<file path="config.mk">
export PLATFORM = sky130hd
export DESIGN_NAME = hwd_decoder
export DESIGN_NICKNAME = d
export VERILOG_FILES = /design/src/rtl/hwd_pkg.sv /design/src/rtl/hwd_decoder.sv
export SDC_FILE = /design/constraint.sdc
export NUM_CORES = 1
export LEC_CHECK = 0
export ABC_AREA = 0
export BUFFER_PORTS_ARGS = -buffer_cell sky130_fd_sc_hd__buf_4
export CORE_UTILIZATION = 45
export CTS_CLUSTER_SIZE = 40
export DETAILED_ROUTE_END_ITERATION = 10
export GPL_ROUTABILITY_DRIVEN = 0
export PLACE_DENSITY = 0.69
export SLEW_MARGIN = 40
export SYNTH_ARGS = -nofsm -noshare
export SYNTH_HDL_FRONTEND = slang
export SYNTH_SLANG_ARGS = --single-unit
</file>
<file path="constraint.sdc">
create_clock -name clk -period 3.6 [get_ports clk]
set_clock_uncertainty 0.05 [all_clocks]
set_input_delay 0.54 -clock clk [delete_from_list [all_inputs] [get_ports clk]]
set_output_delay 0.54 -clock clk [all_outputs]
set_load 0.05 [all_outputs]
</file>
<file path="src/rtl/hwd_pkg.sv">
// constants and types for the halfword instruction decoder
// What this block does
// RULE1 - top five bits 11101, 11110 or 11111 mark a 32-bit instruction's first half
// RULE2 - top six bits 010001 select special ops, 010000 select data processing
// RULE3 - data processing opcodes 0000 to 0111: conjunction, xor, shifts, carry add, borrow subtract, rotate
// RULE4 - data processing opcodes 1000 to 1111: test, negate, compares, or, multiply, clear, invert
// RULE5 - special opcodes: 00xx add, 0101/011x compare, 10xx copy, 0100 unpredictable
// RULE6 - special opcodes 110x branch exchange, 111x branch link exchange, register target
// RULE7 - single load/store when major selector is 0101, 011x or 100x
// RULE8 - major 0101 uses minor selector for eight register-offset load/store kinds
// RULE9 - immediate offset: 0110 word, 0111 byte, 1000 halfword; minor top bit load
// RULE10 - major 1001 is stack-relative word store or load by minor top bit
// RULE11 - misc 00000xx adds immediate to stack pointer, 00001xx subtracts
// RULE12 - misc extend opcodes 001000x..001011x and byte swaps 101000x, 101001x, 101011x
// RULE13 - misc 010xxxx push, 110xxxx pop, 0110011 state change; others undefined
// RULE14 - misc 1110xxx breakpoint, 1111xxx hint space
// RULE15 - hint with nonzero minor field is undefined
// RULE16 - hint 0000 no operation, 0001 yield, 0010 wait event, 0011 wait irq, 0100 send event
// RULE17 - other hints with zero minor field execute as no operation
// RULE18 - top bits 1101: branch unless 111x; 1110 permanent undefined, 1111 supervisor call
// RULE19 - one undefined flag for all undefined encodings, separate unpredictable flag
package hwd_pkg;
   localparam int HW_W = 16;
   localparam logic [4:0] WIDE_A = 5'h1d;
   localparam logic [4:0] WIDE_B = 5'h1e;
   localparam logic [4:0] WIDE_C = 5'h1f;
   localparam logic [5:0] TOP_DP = 6'h10;
   localparam logic [5:0] TOP_SPECIAL = 6'h11;
   localparam logic [3:0] TOP_LS_REG = 4'h5;
   localparam logic [3:0] TOP_LS_WORD = 4'h6;
   localparam logic [3:0] TOP_LS_BYTE = 4'h7;
   localparam logic [3:0] TOP_LS_HALF = 4'h8;
   localparam logic [3:0] TOP_LS_SP = 4'h9;
   localparam logic [3:0] TOP_MISC = 4'hb;
   localparam logic [3:0] TOP_BRANCH = 4'hd;
   localparam logic [3:0] BR_UDF = 4'he;
   localparam logic [3:0] BR_SVC = 4'hf;
   localparam logic [6:0] MISC_STATE_CHANGE = 7'h33;

   typedef enum logic [4:0] {
      HWD_CL_NONE, HWD_CL_WIDE, HWD_CL_DP, HWD_CL_SPECIAL, HWD_CL_LOADSTORE,
      HWD_CL_MISC, HWD_CL_HINT, HWD_CL_BRANCH, HWD_CL_OTHER
   } hwd_class_t;

   typedef enum logic [5:0] {
      OP_NONE,
      OP_CONJ, OP_EXCLUSIVE_OR, OP_SHIFT_LEFT_LOGICAL, OP_SHIFT_RIGHT_LOGICAL,
      OP_SHIFT_RIGHT_ARITH, OP_ADD_WITH_CARRY, OP_SUBTRACT_WITH_BORROW, OP_ROTATE_RIGHT,
      OP_TEST_FLAGS_CONJ, OP_NEGATE_FROM_ZERO, OP_COMPARE_REGS, OP_COMPARE_NEGATED,
      OP_INCLUSIVE_OR, OP_PRODUCT_TWO_REGS, OP_BIT_CLEAR, OP_BITWISE_INVERT,
      OP_REG_ADD, OP_REG_COMPARE, OP_REGISTER_COPY, OP_BRANCH_EXCHANGE,
      OP_BRANCH_LINK_EXCHANGE,
      OP_WORD_STORE, OP_HALFWORD_STORE, OP_BYTE_STORE, OP_SIGNED_BYTE_LOAD,
      OP_WORD_LOAD, OP_HALFWORD_LOAD, OP_BYTE_LOAD, OP_SIGNED_HALFWORD_LOAD,
      OP_SP_WORD_STORE, OP_SP_WORD_LOAD,
      OP_SP_ADD_IMM, OP_SP_SUB_IMM, OP_SIGNED_HALFWORD_EXTEND, OP_SIGNED_BYTE_EXTEND,
      OP_UNSIGNED_HALFWORD_EXTEND, OP_UNSIGNED_BYTE_EXTEND, OP_BYTE_SWAP_WORD,
      OP_BYTE_SWAP_HALVES, OP_BYTE_SWAP_SIGNED_HALF, OP_STACK_PUSH, OP_STACK_POP,
      OP_PROCESSOR_STATE_CHANGE, OP_BREAKPOINT_TRAP,
      OP_NO_OPERATION, OP_YIELD_HINT, OP_WAIT_EVENT_HINT, OP_WAIT_IRQ_HINT,
      OP_SEND_EVENT_HINT,
      OP_COND_BRANCH, OP_PERMANENT_UNDEFINED, OP_SUPERVISOR_CALL
   } hwd_op_t;

   typedef struct packed {
      logic valid;
      hwd_class_t cls;
      hwd_op_t op;
      logic is_wide;
      logic undefined;
      logic unpredictable;
   } hwd_dec_t;
endpackage

</file>
<file path="src/rtl/hwd_decoder.sv">
// halfword decoder core plus output register stage
module hwd_misc_dec (
   input wire logic [15:0] hw,
   output hwd_pkg::hwd_op_t op,
   output logic undef,
   output logic is_hint
);
   logic [6:0] mop;
   logic [3:0] hmaj;
   logic [3:0] hmin;
   assign mop = hw[11:5];
   assign hmaj = hw[7:4];
   assign hmin = hw[3:0];
   always_comb begin
      op = hwd_pkg::OP_NONE;
      undef = 1'b0;
      is_hint = 1'b0;
      if (mop[6:2] == 5'h00) begin
         op = hwd_pkg::OP_SP_ADD_IMM; // [RULE11]
      end else if (mop[6:2] == 5'h01) begin
         op = hwd_pkg::OP_SP_SUB_IMM; // [RULE11]
      end else if (mop[6:3] == 4'h2) begin
         unique case (mop[2:1]) // [RULE12]
            2'h0: op = hwd_pkg::OP_SIGNED_HALFWORD_EXTEND;
            2'h1: op = hwd_pkg::OP_SIGNED_BYTE_EXTEND;
            2'h2: op = hwd_pkg::OP_UNSIGNED_HALFWORD_EXTEND;
            2'h3: op = hwd_pkg::OP_UNSIGNED_BYTE_EXTEND;
         endcase
      end else if (mop[6:4] == 3'h2) begin
         op = hwd_pkg::OP_STACK_PUSH; // [RULE13]
      end else if (mop == hwd_pkg::MISC_STATE_CHANGE) begin
         op = hwd_pkg::OP_PROCESSOR_STATE_CHANGE; // [RULE13]
      end else if (mop[6:1] == 6'h28) begin
         op = hwd_pkg::OP_BYTE_SWAP_WORD; // [RULE12]
      end else if (mop[6:1] == 6'h29) begin
         op = hwd_pkg::OP_BYTE_SWAP_HALVES; // [RULE12]
      end else if (mop[6:1] == 6'h2b) begin
         op = hwd_pkg::OP_BYTE_SWAP_SIGNED_HALF; // [RULE12]
      end else if (mop[6:4] == 3'h6) begin
         op = hwd_pkg::OP_STACK_POP; // [RULE13]
      end else if (mop[6:3] == 4'he) begin
         op = hwd_pkg::OP_BREAKPOINT_TRAP; // [RULE14]
      end else if (mop[6:3] == 4'hf) begin
         is_hint = 1'b1; // [RULE14]
         if (hmin != 4'h0) begin
            undef = 1'b1; // [RULE15]
         end else begin
            unique case (hmaj) // [RULE16]
               4'h1: op = hwd_pkg::OP_YIELD_HINT;
               4'h2: op = hwd_pkg::OP_WAIT_EVENT_HINT;
               4'h3: op = hwd_pkg::OP_WAIT_IRQ_HINT;
               4'h4: op = hwd_pkg::OP_SEND_EVENT_HINT;
               default: op = hwd_pkg::OP_NO_OPERATION; // [RULE17]
            endcase
         end
      end else begin
         undef = 1'b1; // [RULE13]
      end
   end
endmodule

////////////////////////////////////////////////////////////////////////////////

module hwd_decoder (
   input wire logic clk,
   input wire logic reset_n,
   input wire logic hw_valid,
   input wire logic [15:0] hw,
   output hwd_pkg::hwd_dec_t dec
);
   logic [5:0] top6;
   logic [3:0] major;
   logic [2:0] minor;
   logic [3:0] sub;
   logic [3:0] brop;
   logic wide;
   hwd_pkg::hwd_op_t misc_op;
   logic misc_undef;
   logic misc_hint;
   hwd_pkg::hwd_dec_t next_dec;

   assign top6 = hw[15:10];
   assign major = hw[15:12];
   assign minor = hw[11:9];
   assign sub = hw[9:6];
   assign brop = hw[11:8];
   assign wide = (hw[15:11] == hwd_pkg::WIDE_A) || (hw[15:11] == hwd_pkg::WIDE_B)
      || (hw[15:11] == hwd_pkg::WIDE_C); // [RULE1]

   hwd_misc_dec u_misc (
      .hw(hw),
      .op(misc_op),
      .undef(misc_undef),
      .is_hint(misc_hint)
   );

   ////////////////////////////////////////////////////////////////////////////
   // classification
   always_comb begin
      next_dec = '0;
      next_dec.valid = hw_valid;
      next_dec.cls = hwd_pkg::HWD_CL_OTHER;
      next_dec.op = hwd_pkg::OP_NONE;
      if (wide) begin
         next_dec.cls = hwd_pkg::HWD_CL_WIDE; // [RULE1]
         next_dec.is_wide = 1'b1;
      end else if (top6 == hwd_pkg::TOP_DP) begin
         next_dec.cls = hwd_pkg::HWD_CL_DP; // [RULE2]
         unique case (sub) // [RULE3] [RULE4]
            4'h0: next_dec.op = hwd_pkg::OP_CONJ;
            4'h1: next_dec.op = hwd_pkg::OP_EXCLUSIVE_OR;
            4'h2: next_dec.op = hwd_pkg::OP_SHIFT_LEFT_LOGICAL;
            4'h3: next_dec.op = hwd_pkg::OP_SHIFT_RIGHT_LOGICAL;
            4'h4: next_dec.op = hwd_pkg::OP_SHIFT_RIGHT_ARITH;
            4'h5: next_dec.op = hwd_pkg::OP_ADD_WITH_CARRY;
            4'h6: next_dec.op = hwd_pkg::OP_SUBTRACT_WITH_BORROW;
            4'h7: next_dec.op = hwd_pkg::OP_ROTATE_RIGHT;
            4'h8: next_dec.op = hwd_pkg::OP_TEST_FLAGS_CONJ;
            4'h9: next_dec.op = hwd_pkg::OP_NEGATE_FROM_ZERO;
            4'ha: next_dec.op = hwd_pkg::OP_COMPARE_REGS;
            4'hb: next_dec.op = hwd_pkg::OP_COMPARE_NEGATED;
            4'hc: next_dec.op = hwd_pkg::OP_INCLUSIVE_OR;
            4'hd: next_dec.op = hwd_pkg::OP_PRODUCT_TWO_REGS;
            4'he: next_dec.op = hwd_pkg::OP_BIT_CLEAR;
            4'hf: next_dec.op = hwd_pkg::OP_BITWISE_INVERT;
         endcase
      end else if (top6 == hwd_pkg::TOP_SPECIAL) begin
         next_dec.cls = hwd_pkg::HWD_CL_SPECIAL; // [RULE2]
         if (sub[3:2] == 2'h0) begin
            next_dec.op = hwd_pkg::OP_REG_ADD; // [RULE5]
         end else if (sub == 4'h4) begin
            next_dec.unpredictable = 1'b1; // [RULE5] [RULE19]
         end else if (sub[3:2] == 2'h1) begin
            next_dec.op = hwd_pkg::OP_REG_COMPARE; // [RULE5]
         end else if (sub[3:2] == 2'h2) begin
            next_dec.op = hwd_pkg::OP_REGISTER_COPY; // [RULE5]
         end else if (sub[1] == 1'b0) begin
            next_dec.op = hwd_pkg::OP_BRANCH_EXCHANGE; // [RULE6]
         end else begin
            next_dec.op = hwd_pkg::OP_BRANCH_LINK_EXCHANGE; // [RULE6]
         end
      end else if (major == hwd_pkg::TOP_LS_REG) begin
         next_dec.cls = hwd_pkg::HWD_CL_LOADSTORE; // [RULE7]
         unique case (minor) // [RULE8]
            3'h0: next_dec.op = hwd_pkg::OP_WORD_STORE;
            3'h1: next_dec.op = hwd_pkg::OP_HALFWORD_STORE;
            3'h2: next_dec.op = hwd_pkg::OP_BYTE_STORE;
            3'h3: next_dec.op = hwd_pkg::OP_SIGNED_BYTE_LOAD;
            3'h4: next_dec.op = hwd_pkg::OP_WORD_LOAD;
            3'h5: next_dec.op = hwd_pkg::OP_HALFWORD_LOAD;
            3'h6: next_dec.op = hwd_pkg::OP_BYTE_LOAD;
            3'h7: next_dec.op = hwd_pkg::OP_SIGNED_HALFWORD_LOAD;
         endcase
      end else if (major == hwd_pkg::TOP_LS_WORD) begin
         next_dec.cls = hwd_pkg::HWD_CL_LOADSTORE; // [RULE7]
         next_dec.op = minor[2] ? hwd_pkg::OP_WORD_LOAD : hwd_pkg::OP_WORD_STORE; // [RULE9]
      end else if (major == hwd_pkg::TOP_LS_BYTE) begin
         next_dec.cls = hwd_pkg::HWD_CL_LOADSTORE; // [RULE7]
         next_dec.op = minor[2] ? hwd_pkg::OP_BYTE_LOAD : hwd_pkg::OP_BYTE_STORE; // [RULE9]
      end else if (major == hwd_pkg::TOP_LS_HALF) begin
         next_dec.cls = hwd_pkg::HWD_CL_LOADSTORE; // [RULE7]
         next_dec.op = minor[2] ? hwd_pkg::OP_HALFWORD_LOAD
            : hwd_pkg::OP_HALFWORD_STORE; // [RULE9]
      end else if (major == hwd_pkg::TOP_LS_SP) begin
         next_dec.cls = hwd_pkg::HWD_CL_LOADSTORE; // [RULE7]
         next_dec.op = minor[2] ? hwd_pkg::OP_SP_WORD_LOAD
            : hwd_pkg::OP_SP_WORD_STORE; // [RULE10]
      end else if (major == hwd_pkg::TOP_MISC) begin
         next_dec.cls = misc_hint ? hwd_pkg::HWD_CL_HINT : hwd_pkg::HWD_CL_MISC; // [RULE14]
         next_dec.op = misc_op;
         next_dec.undefined = misc_undef; // [RULE13] [RULE15] [RULE19]
      end else if (major == hwd_pkg::TOP_BRANCH) begin
         next_dec.cls = hwd_pkg::HWD_CL_BRANCH;
         if (brop == hwd_pkg::BR_UDF) begin
            next_dec.op = hwd_pkg::OP_PERMANENT_UNDEFINED; // [RULE18]
            next_dec.undefined = 1'b1; // [RULE19]
         end else if (brop == hwd_pkg::BR_SVC) begin
            next_dec.op = hwd_pkg::OP_SUPERVISOR_CALL; // [RULE18]
         end else begin
            next_dec.op = hwd_pkg::OP_COND_BRANCH; // [RULE18]
         end
      end
      if (!hw_valid) begin
         next_dec.undefined = 1'b0;
         next_dec.unpredictable = 1'b0;
      end
   end

   ////////////////////////////////////////////////////////////////////////////
   // output register
   always_ff @(posedge clk) begin
      if (!reset_n) begin
         dec <= '0;
      end else begin
         dec <= next_dec;
      end
   end
endmodule

</file>
==> parameters.txt, run 1 <==
Parameter                              Value

Clock network
  Clock sinks    14
  Count of instances resized after the clock tree is built    0
  CTS buffer count    3
  Setup repair bufs after CTS    0
  H-tree depth reported by CTS    1
  TritonCTS clock tree    built
  Cts-stage hold buffer count    0
  Maximum count of clock buffers along a single path    2
  Root Driver    clkbuf_4
  Clock transition at the registers of the reported paths    roughly 0.08 ns

Min path
  WHS Path Cells    2
  Class of the tightest hold or removal check    in2reg

Detailed routing
  Count of routing violations after the opening detailed-route iteration    between 100 and 150
  Number of nets with antenna violations after detailed routing    0
  DRC violation count after routing    10
  Detailed-router iteration count before antenna repair    7
  Detail-routed net length per standard cell    ~15 µm
  Via density    6.27
  Via total after detailed routing    1504
  Total routed wirelength    roughly 3700 µm

Power
  Relative contribution of combinational cells to total power    0.372
  Cell Pwr Density    266 nW/µm²
  Switching fraction of total power    0.348
  Static leakage    roughly 0.68 nW
  Worst VDD drop    0.108 mV
  Part of the power in registers    0.382
  Fraction of power consumed by the clock network    0.246
  Net switching power    around 0.15 mW
  Power Internal    0.280 mW
  Power consumption    0.430 mW

Floorplanning
  Number of core rows    19
  Initial Util    0.482
  Die height    56.8 µm
  Die Span X    ~57 µm
  IO Pins    34
  Floorplan Core Area    2810 µm²
  DIE AREA    between 3000 and 4000 µm²

Finish
  Filler cell count    between 200 and 300
  Registers with the most flip-flops    dec (14)
  Final cell utilization of the core    0.575
  Leading cell types in the layout, fill and taps excluded    buf_4, nand2_1, nor2_1
  Net count, final    237
  Signed area change from the synthesized netlist to the final layout    19.4%
  Most common library cell in the layout ignoring fill and taps    buf_4
  Largest Register    dec
  Antenna Diode Count    0
  Area used by multi-input combinational logic    988 µm²
  Proportion of layout cells with a drive suffix above 1    0.206
  Flip-flop count of the largest register, all copies and words added    14
  Combined flip-flop and latch cell area    280 µm²
  Final cell count without fillers    240

Global route
  M2 GR Usage    0.347
  Number of antenna violations at the first check in global routing    0
  Aggregate global routing overflow    0
  Largest net degree at the start of global routing    17
  Layer carrying the most global-route usage    met2
  Global-route wire length before repair    between 5000 and 6000 µm
  GRT Resource Usage Total    0.233
  Vias in the first global route    1290
  Met1 GRT Util    0.331
  Grt met3 use    0.0161

Yosys
  Cell area after synthesis    1350 µm²
  Post-synth top flop    dfxtp_1
  Synthesis Warnings    0
  Cells after synthesis    183
  Mean cell area of the mapped netlist    approximately 7.4 µm²
  Number of register bits inferred by synthesis    14
  Number of nets in the synthesized netlist    210
  Share of the yosys chip area belonging to registers    0.207
  Share of flip-flops with an asynchronous set or reset after synthesis    0
  Number of enable-type register cells in the synthesized netlist    0
  Number of distinct library cells after synthesis    59

STA
  Worst Max-Slew Pin Slew    0.541 ns
  Final count of negative-setup-slack endpoints    0
  RSZ-0062 raised after global routing    no
  Final slew viol count    0
  Final-layout setup total negative slack    0 ns
  Portion of the clock cycle consumed by the worst path in the final layout    0.587
  Total count of hold-check failures in the final report    0
  Worst slew margin    0.639
  Max Clock Freq    473 MHz
  Minimum clock period    2.11 ns

Run status
  Violated checks    design-rule violations
  Result of the run    complete, but fails checks

Setup path
  Crit start category    primary input
  Worst EP required    3.71 ns
  CP endpoint kind    flip-flop
  Worst setup path class    in2reg
  Data arrival time of the critical path    roughly 2.2 ns
  Largest driver fanout on the critical path    16

Place
  PortBufs    32
  Placed Instances    236
  HPWL Detailed    about 2900 µm

Run
  Number of maximum-capacitance violations    0
-- metal layers --
metal / wire (µm) / vias up / share of wire
li1: - / 733 / -
met1: 1560 / 648 / 0.42
met2: 1640 / 110 / 0.45
met3: 375 / 13 / 0.10
met4: 102 / 0 / 0.028
met5: 0 / - / 0
-- logic make-up after synthesis --
kind of cell	share of synthesized area
and+or+nand+nor	0.310
DFF	0.207
adders and majority gates	0.0741
xor gates and xnor gates	0.0259
other	0.00278
AOI/OAI and AO/OA	0.319
buffers and inverters	0.0611
-- critical path, stage by stage --
cell,delay (ns)
buf_4,0.17
inv_1,0.10
ha_1,0.47
nor2_1,0.10
o311ai_1,0.46
nor2_1,0.14
a32oi_1,0.17
nand2_1,0.07
-- power groups by stage --
stage / Combinational, mW / Clock [mW] / Sequential [mW]
after detailed placement: 0.157 / 0 / 0.168
after floorplan: 0.0800 / 0 / 0.195
after global routing: 0.172 / 0.116 / 0.165
after global placement: 0.157 / 0 / 0.168
after CTS: 0.158 / 0.110 / 0.165
final: 0.160 / 0.106 / 0.164
-- metrics by stage --
step	hold WS (ns)	setup slack, ns	cell area [µm²]
after CTS	0.457	1.54	1610
after detailed placement	0.744	1.25	1580
final	0.462	1.49	1610
after global placement	0.725	1.35	1580
after floorplan	0.612	1.65	1350
after global routing	0.470	1.36	1610
-- cell usage after synthesis, types with 2 or more instances --
cell / number / area [µm²]
a21oi_1: 14 / 70.1
a211oi_1: 3 / 22.5
inv_1: 7 / 26.3
buf_2: 3 / 15.0
a31oi_1: 6 / 37.5
o211ai_1: 5 / 37.5
nand2_1: 19 / 71.3
o22ai_1: 3 / 18.8
and3_1: 2 / 12.5
ha_1: 8 / 100
nor2_1: 16 / 60.1
or3b_1: 2 / 17.5
nor2b_1: 3 / 18.8
and2_1: 5 / 31.3
o21a_1: 2 / 15.0
clkbuf_1: 4 / 15.0
nand4_1: 2 / 12.5
o21ai_1: 7 / 35.0
xor2_1: 3 / 26.3
o21ai_0: 7 / 35.0
nand3_1: 4 / 20.0
nor3_1: 4 / 20.0
o221ai_1: 2 / 17.5
dfxtp_1: 14 / 280
nand2b_1: 4 / 25.0
-- path summary, 6_finish.rpt --
path      from  endpoint  slack (ns)
max     hw[11]    dec[4]        1.49
min   hw_valid   dec[14]        0.46
-- cell type report --
| cell class | instances | area share |
|---|---|---|
| repair buffers | 32 | 0.149 |
| well taps | 31 | 0.0240 |
| multi-input cells | 151 | 0.612 |
| flip-flops and latches | 14 | 0.174 |
| clock buffers | 4 | 0.0225 |
| inverters | 8 | 0.0186 |
Note: power is estimated with default switching activity, not from simulation.
==> run 2, diff against run 1 <==
--- a/config.mk
+++ b/config.mk
@@ -5,13 +5,13 @@
 export SDC_FILE = /design/constraint.sdc
 export NUM_CORES = 1
 export LEC_CHECK = 0
-export ABC_AREA = 0
+export ABC_AREA = 1
 export BUFFER_PORTS_ARGS = -buffer_cell sky130_fd_sc_hd__buf_4
 export CORE_UTILIZATION = 45
 export CTS_CLUSTER_SIZE = 40
 export DETAILED_ROUTE_END_ITERATION = 10
 export GPL_ROUTABILITY_DRIVEN = 0
-export PLACE_DENSITY = 0.69
+export PLACE_DENSITY = 0.72
 export SLEW_MARGIN = 40
 export SYNTH_ARGS = -nofsm -noshare
 export SYNTH_HDL_FRONTEND = slang
==> constraint.sdc (replaced) <==
create_clock -name clk -period 1.8 [get_ports clk]
set_clock_uncertainty 0.05 [all_clocks]
set_input_delay 0.27 -clock clk [delete_from_list [all_inputs] [get_ports clk]]
set_output_delay 0.27 -clock clk [all_outputs]
set_load 0.05 [all_outputs]
==> parameters.txt, run 2 <==
Parameter                              Value

Setup path
  Family with the most delay on the worst path    simple AND/OR/NAND/NOR gates
  CP endpoint kind    flip-flop
  Most numerous cell on the critical path    nand2_1
  Data arrival time of the critical path    1.72 ns
  WP buf/inv    3
  Peak per-stage delay on the critical path    0.23 ns
  CP cell instances    buf_4 > inv_1 > ha_1 > nand3_1 > nand2_1 > inv_1 > nand2_1 > nand2_1 > nor2_1 > nor2_1 > o21ai_1 > nand3_1 > o21ai_1 > nand2_1 > nand2_1 > nand2_1
  Crit start category    primary input
  Worst setup path class    in2reg
  Largest driver fanout on the critical path    4
  Worst EP required    1.92 ns
  Critical-path cell with the highest stage delay    ha_1

Finish
  Final non-filler cell area    between 1500 and 2000 µm²
  Final cell count without fillers    288
  Registers with the most flip-flops    dec (14)
  Leading cell types in the layout, fill and taps excluded    nand2_1, buf_4, nor2_1
  Net count, final    286
  Antenna Diode Count    0
  Most common library cell in the layout ignoring fill and taps    nand2_1
  Proportion of layout cells with a drive suffix above 1    0.296
  Largest Register    dec
  Signed area change from the synthesized netlist to the final layout    29.8%
  Flip-flop count of the largest register, all copies and words added    14
  Final cell utilization of the core    0.612

Clock network
  Setup repair bufs after CTS    0
  H-tree depth reported by CTS    1
  Root Driver    clkbuf_4
  Clock sinks    14
  Maximum count of clock buffers along a single path    2
  TritonCTS clock tree    built
  Clock transition at the registers of the reported paths    about 0.08 ns
  Cts-stage hold buffer count    0
  CTS buffer count    3
  Count of instances resized after the clock tree is built    0

Floorplanning
  Initial Util    0.471
  Floorplan Core Area    2760 µm²
  Die height    ~56 µm
  Number of core rows    19
  DIE AREA    3110 µm²
  Die Span X    55.8 µm
  IO Pins    34

Yosys
  Share of flip-flops with an asynchronous set or reset after synthesis    0
  Share of the yosys chip area belonging to registers    0.216
  Synthesis Warnings    0
  Post-synth top flop    dfxtp_1
  Most used standard cell by instance count after synthesis    nand2_1
  Number of enable-type register cells in the synthesized netlist    0
  Cell taking the most area after synthesis    dfxtp_1
  Synth area leaders    dfxtp_1, nand2_1, nor2_1
  Cell area after synthesis    1300 µm²
  Share of Yosys cell area claimed by the top area cell type    0.216
  Most common library cells after synthesis    nand2_1, nor2_1, inv_1, nand3_1
  Number of nets in the synthesized netlist    237
  Mean cell area of the mapped netlist    6.19 µm²
  Number of distinct library cells after synthesis    34
  Number of register bits inferred by synthesis    14
  Cells after synthesis    210

Detailed routing
  DRC violation count after routing    0
  Total routed wirelength    approximately 3100 µm
  Detail-routed net length per standard cell    approximately 11 µm
  Via density    5.10
  Number of nets with antenna violations after detailed routing    0
  Count of routing violations after the opening detailed-route iteration    58
  Detailed-router iteration count before antenna repair    4
  Via total after detailed routing    1468

Place
  Placement-stage cell area    1670 µm²
  HPWL Detailed    2640 µm
  Placed Instances    roughly 290
  Pre-CTS WS    -0.113 ns
  PortBufs    32

Min path
  Launch instance of the worst min-delay path    hw_valid
  WHS Path Cells    3
  Class of the tightest hold or removal check    in2reg
  Worst Hold Endpoint    dec[14]

STA
  Final worst setup slack    a little under 0.2 ns
  Final slew viol count    0
  Final-layout setup total negative slack    0 ns
  Total count of hold-check failures in the final report    0
  Portion of the clock cycle consumed by the worst path in the final layout    0.891
  Max Clock Freq    just over 600 MHz
  RSZ-0062 raised after global routing    no
  Final count of negative-setup-slack endpoints    0
  Min Hold Slack    0.175 ns
  Minimum clock period    1.60 ns

Power
  Part of the power in registers    0.415
  Static leakage    approximately 0.91 nW
  Relative contribution of combinational cells to total power    0.382
  Power consumption    approximately 0.8 mW
  Worst VDD drop    0.531 mV
  Cell Pwr Density    468 nW/µm²
  Net switching power    0.278 mW
  Switching fraction of total power    0.352
  Power Internal    0.511 mW
  Fraction of power consumed by the clock network    0.203

Run status
  Result of the run    finished, final reports clean

Global route
  Number of antenna violations at the first check in global routing    0
  Vias in the first global route    1298
  GRT Resource Usage Total    0.205
  Largest net degree at the start of global routing    10
  Aggregate global routing overflow    0
  Global-route wire length before repair    5180 µm

Run
  Number of maximum-capacitance violations    0
run 2: cell count changes after synthesis, moves of 5 or more:
cell / before / now
nor2_1: 16 / 31
nand3_1: 4 / 15
inv_1: 7 / 22
o211ai_1: 5 / 0
nand2_1: 19 / 51
inv_2: 1 / 10
and2_1: 5 / 0
run 2: worst max-delay path by stage:
stage,start,to,cells after the start
floorplan,hw[7],dec[1],8
global placement,hw[7],dec[6],16
detailed placement,hw[7],dec[6],16
CTS,hw[7],dec[6],16
global route,hw[7],dec[6],16
finish,hw[7],dec[6],16
run 2: area by class of cell:
cell class                      count  area (µm²)
Tap cell                           31        38.8
Inverter                           33         126
Sequential cell                    14         280
Clock buffer                        3        22.5
Timing Repair Buffer               47         353
Multi-Input combinational cell    160         867
Fill cell                         280        1070
run 2: cell families (layout without fill, tap and decap cells):
kind of cell             Yosys count  count (layout)  share of synthesized area
buffers and inverters             36              83                      0.117
AND/OR/NAND/NOR                  118             118                      0.433
adder cells (fa/ha/maj)            8               8                     0.0770
AO/OA/AOI/OAI                     33              33                      0.154
flip-flops                        14              14                      0.216
other                              1               1                    0.00288
run 2: metal layers:
| layer | global-route usage | part of all wire | vias to the layer above |
|---|---|---|---|
| li1 | - | - | 780 |
| met1 | 0.252 | 0.45 | 641 |
| met2 | 0.379 | 0.50 | 47 |
| met3 | 0.0302 | 0.051 | 0 |
| met4 | 0.0393 | 0 | 0 |
| met5 | 0 | 0 | - |
run 2: power by group through the flow:
stage	Sequential [mW]	Combinational [mW]	Clock, mW
after floorplan	0.389	0.140	0
after global placement	0.335	0.301	0
after detailed placement	0.335	0.300	0
after CTS	0.328	0.301	0.159
after global routing	0.329	0.330	0.182
final	0.328	0.302	0.160
==> run 3, diff against run 2 <==
--- a/config.mk
+++ b/config.mk
@@ -11,7 +11,8 @@
 export CTS_CLUSTER_SIZE = 40
 export DETAILED_ROUTE_END_ITERATION = 10
 export GPL_ROUTABILITY_DRIVEN = 0
-export PLACE_DENSITY = 0.72
+export HOLD_SLACK_MARGIN = 0.03
+export PLACE_DENSITY_LB_ADDON = 0.1
 export SLEW_MARGIN = 40
 export SYNTH_ARGS = -nofsm -noshare
 export SYNTH_HDL_FRONTEND = slang
==> parameters.txt, run 3 (synthesis results as in run 2) <==
Parameter                              Value

Run status
  Result of the run    finished, final reports clean

Setup path
  Peak per-stage delay on the critical path    0.21 ns
  Path length in cells of the critical path    16
  Largest driver fanout on the critical path    4
  Crit start category    primary input
  Worst setup path startpoint    hw[7]
  Data arrival time of the critical path    1.74 ns
  Worst setup path class    in2reg
  WP buf/inv    3
  Crit path capture    dec[6]
  Critical-path cell with the highest stage delay    ha_1
  Worst EP required    1.93 ns
  CP cell instances    buf_4 > inv_1 > ha_1 > nand3_1 > nand2_1 > inv_1 > nand2_1 > nand2_1 > nor2_1 > nor2_1 > o21ai_1 > nand3_1 > o21ai_1 > nand2_1 > nand2_1 > nand2_1
  Most numerous cell on the critical path    nand2_1
  Family with the most delay on the worst path    simple AND/OR/NAND/NOR gates
  CP endpoint kind    flip-flop

Floorplanning
  Die height    55.8 µm
  Die Span X    55.8 µm
  Number of core rows    19
  IO Pins    34
  Initial Util    0.471
  DIE AREA    3110 µm²
  Floorplan Core Area    2760 µm²

Clock network
  CTS buffer count    3
  Root Driver    clkbuf_4
  Maximum count of clock buffers along a single path    2
  Setup repair bufs after CTS    0
  Clock transition at the registers of the reported paths    0.08 ns
  Clock sinks    14
  H-tree depth reported by CTS    1
  TritonCTS clock tree    built
  Cts-stage hold buffer count    0
  Count of instances resized after the clock tree is built    0

Min path
  Launch instance of the worst min-delay path    hw_valid
  Class of the tightest hold or removal check    in2reg

Finish
  Antenna Diode Count    0
  Most common library cell in the layout ignoring fill and taps    nand2_1
  Largest Register    dec
  Registers with the most flip-flops    dec (14)
  Proportion of layout cells with a drive suffix above 1    0.304
  Net count, final    288
  Flip-flop count of the largest register, all copies and words added    14
  Signed area change from the synthesized netlist to the final layout    32.1%
  Leading cell types in the layout, fill and taps excluded    nand2_1, buf_4, nor2_1

Detailed routing
  Via density    5.17
  Via total after detailed routing    1504
  Detailed-router iteration count before antenna repair    4
  Count of routing violations after the opening detailed-route iteration    56
  Total routed wirelength    between 3000 and 4000 µm
  Detail-routed net length per standard cell    11.8 µm
  DRC violation count after routing    0
  Number of nets with antenna violations after detailed routing    0

STA
  RSZ-0062 raised after global routing    no
  Final count of negative-setup-slack endpoints    0
  Portion of the clock cycle consumed by the worst path in the final layout    0.894
  Final-layout setup total negative slack    0 ns
  Total count of hold-check failures in the final report    0
  Final slew viol count    0
  Min Hold Slack    approximately 0.16 ns
  Max Clock Freq    roughly 620 MHz
  Minimum clock period    1.61 ns

Power
  Static leakage    0.920 nW
  Worst VDD drop    roughly 0.53 mV
  Cell Pwr Density    499 nW/µm²

Global route
  GRT Resource Usage Total    0.239
  Global-route wire length before repair    about 5900 µm
  Largest net degree at the start of global routing    10
  Aggregate global routing overflow    0
  Vias in the first global route    1369
  Number of antenna violations at the first check in global routing    0

Place
  HPWL Detailed    slightly below 3000 µm
  PortBufs    32

Run
  Number of maximum-capacitance violations    0
[run 3: cell count changes in the layout (fill, tap and decap cells not counted), sizes merged]
cell,delta
clkbuf,+1
buf,+2
[run 3: how the worst min path moves through the flow]
stage	to	slack, ns	cells past startpoint
floorplan	dec[14]	0.33	2
global placement	dec[14]	0.45	3
detailed placement	dec[14]	0.44	3
CTS	dec[14]	0.15	3
global route	dec[14]	0.16	3
finish	dec[14]	0.16	3
[run 3: metrics by stage]
stage	power [mW]	setup WS (ns)	instance area (µm²)	std cells	utilization
floorplan	0.529	0.236	1300	210	-
global placement	0.639	-0.0631	1680	287	0.609
detailed placement	0.640	-0.0837	1680	287	0.609
CTS	0.860	0.215	1720	291	0.623
global route	0.901	0.000281	1720	291	0.623
finish	0.856	0.190	1720	291	0.623
[run 3: per-layer routing]
layer  global-route usage  up-vias  wire (µm)
met3               0.0302       12        144
met1                0.316      657       1580
met5                    0        -          0
li1                     -      783          -
met4                0.104        0        116
met2                0.389       52       1590
[run 3: area by class of cell]
cell class,instances,area (µm²)
sequential,14,280
multi-input combinational,160,867
fill,287,1040
timing repair buffer,49,368
inverter,33,126
clock buffer,4,36.3
tap,31,38.8
[run 3: where the power goes]
part	total (mW)	switching, mW	internal [mW]	leakage (nW)
Combinational	0.307	0.197	0.110	0.785
Sequential	0.328	0.00370	0.324	0.115
Clock	0.221	0.0974	0.123	0.0210
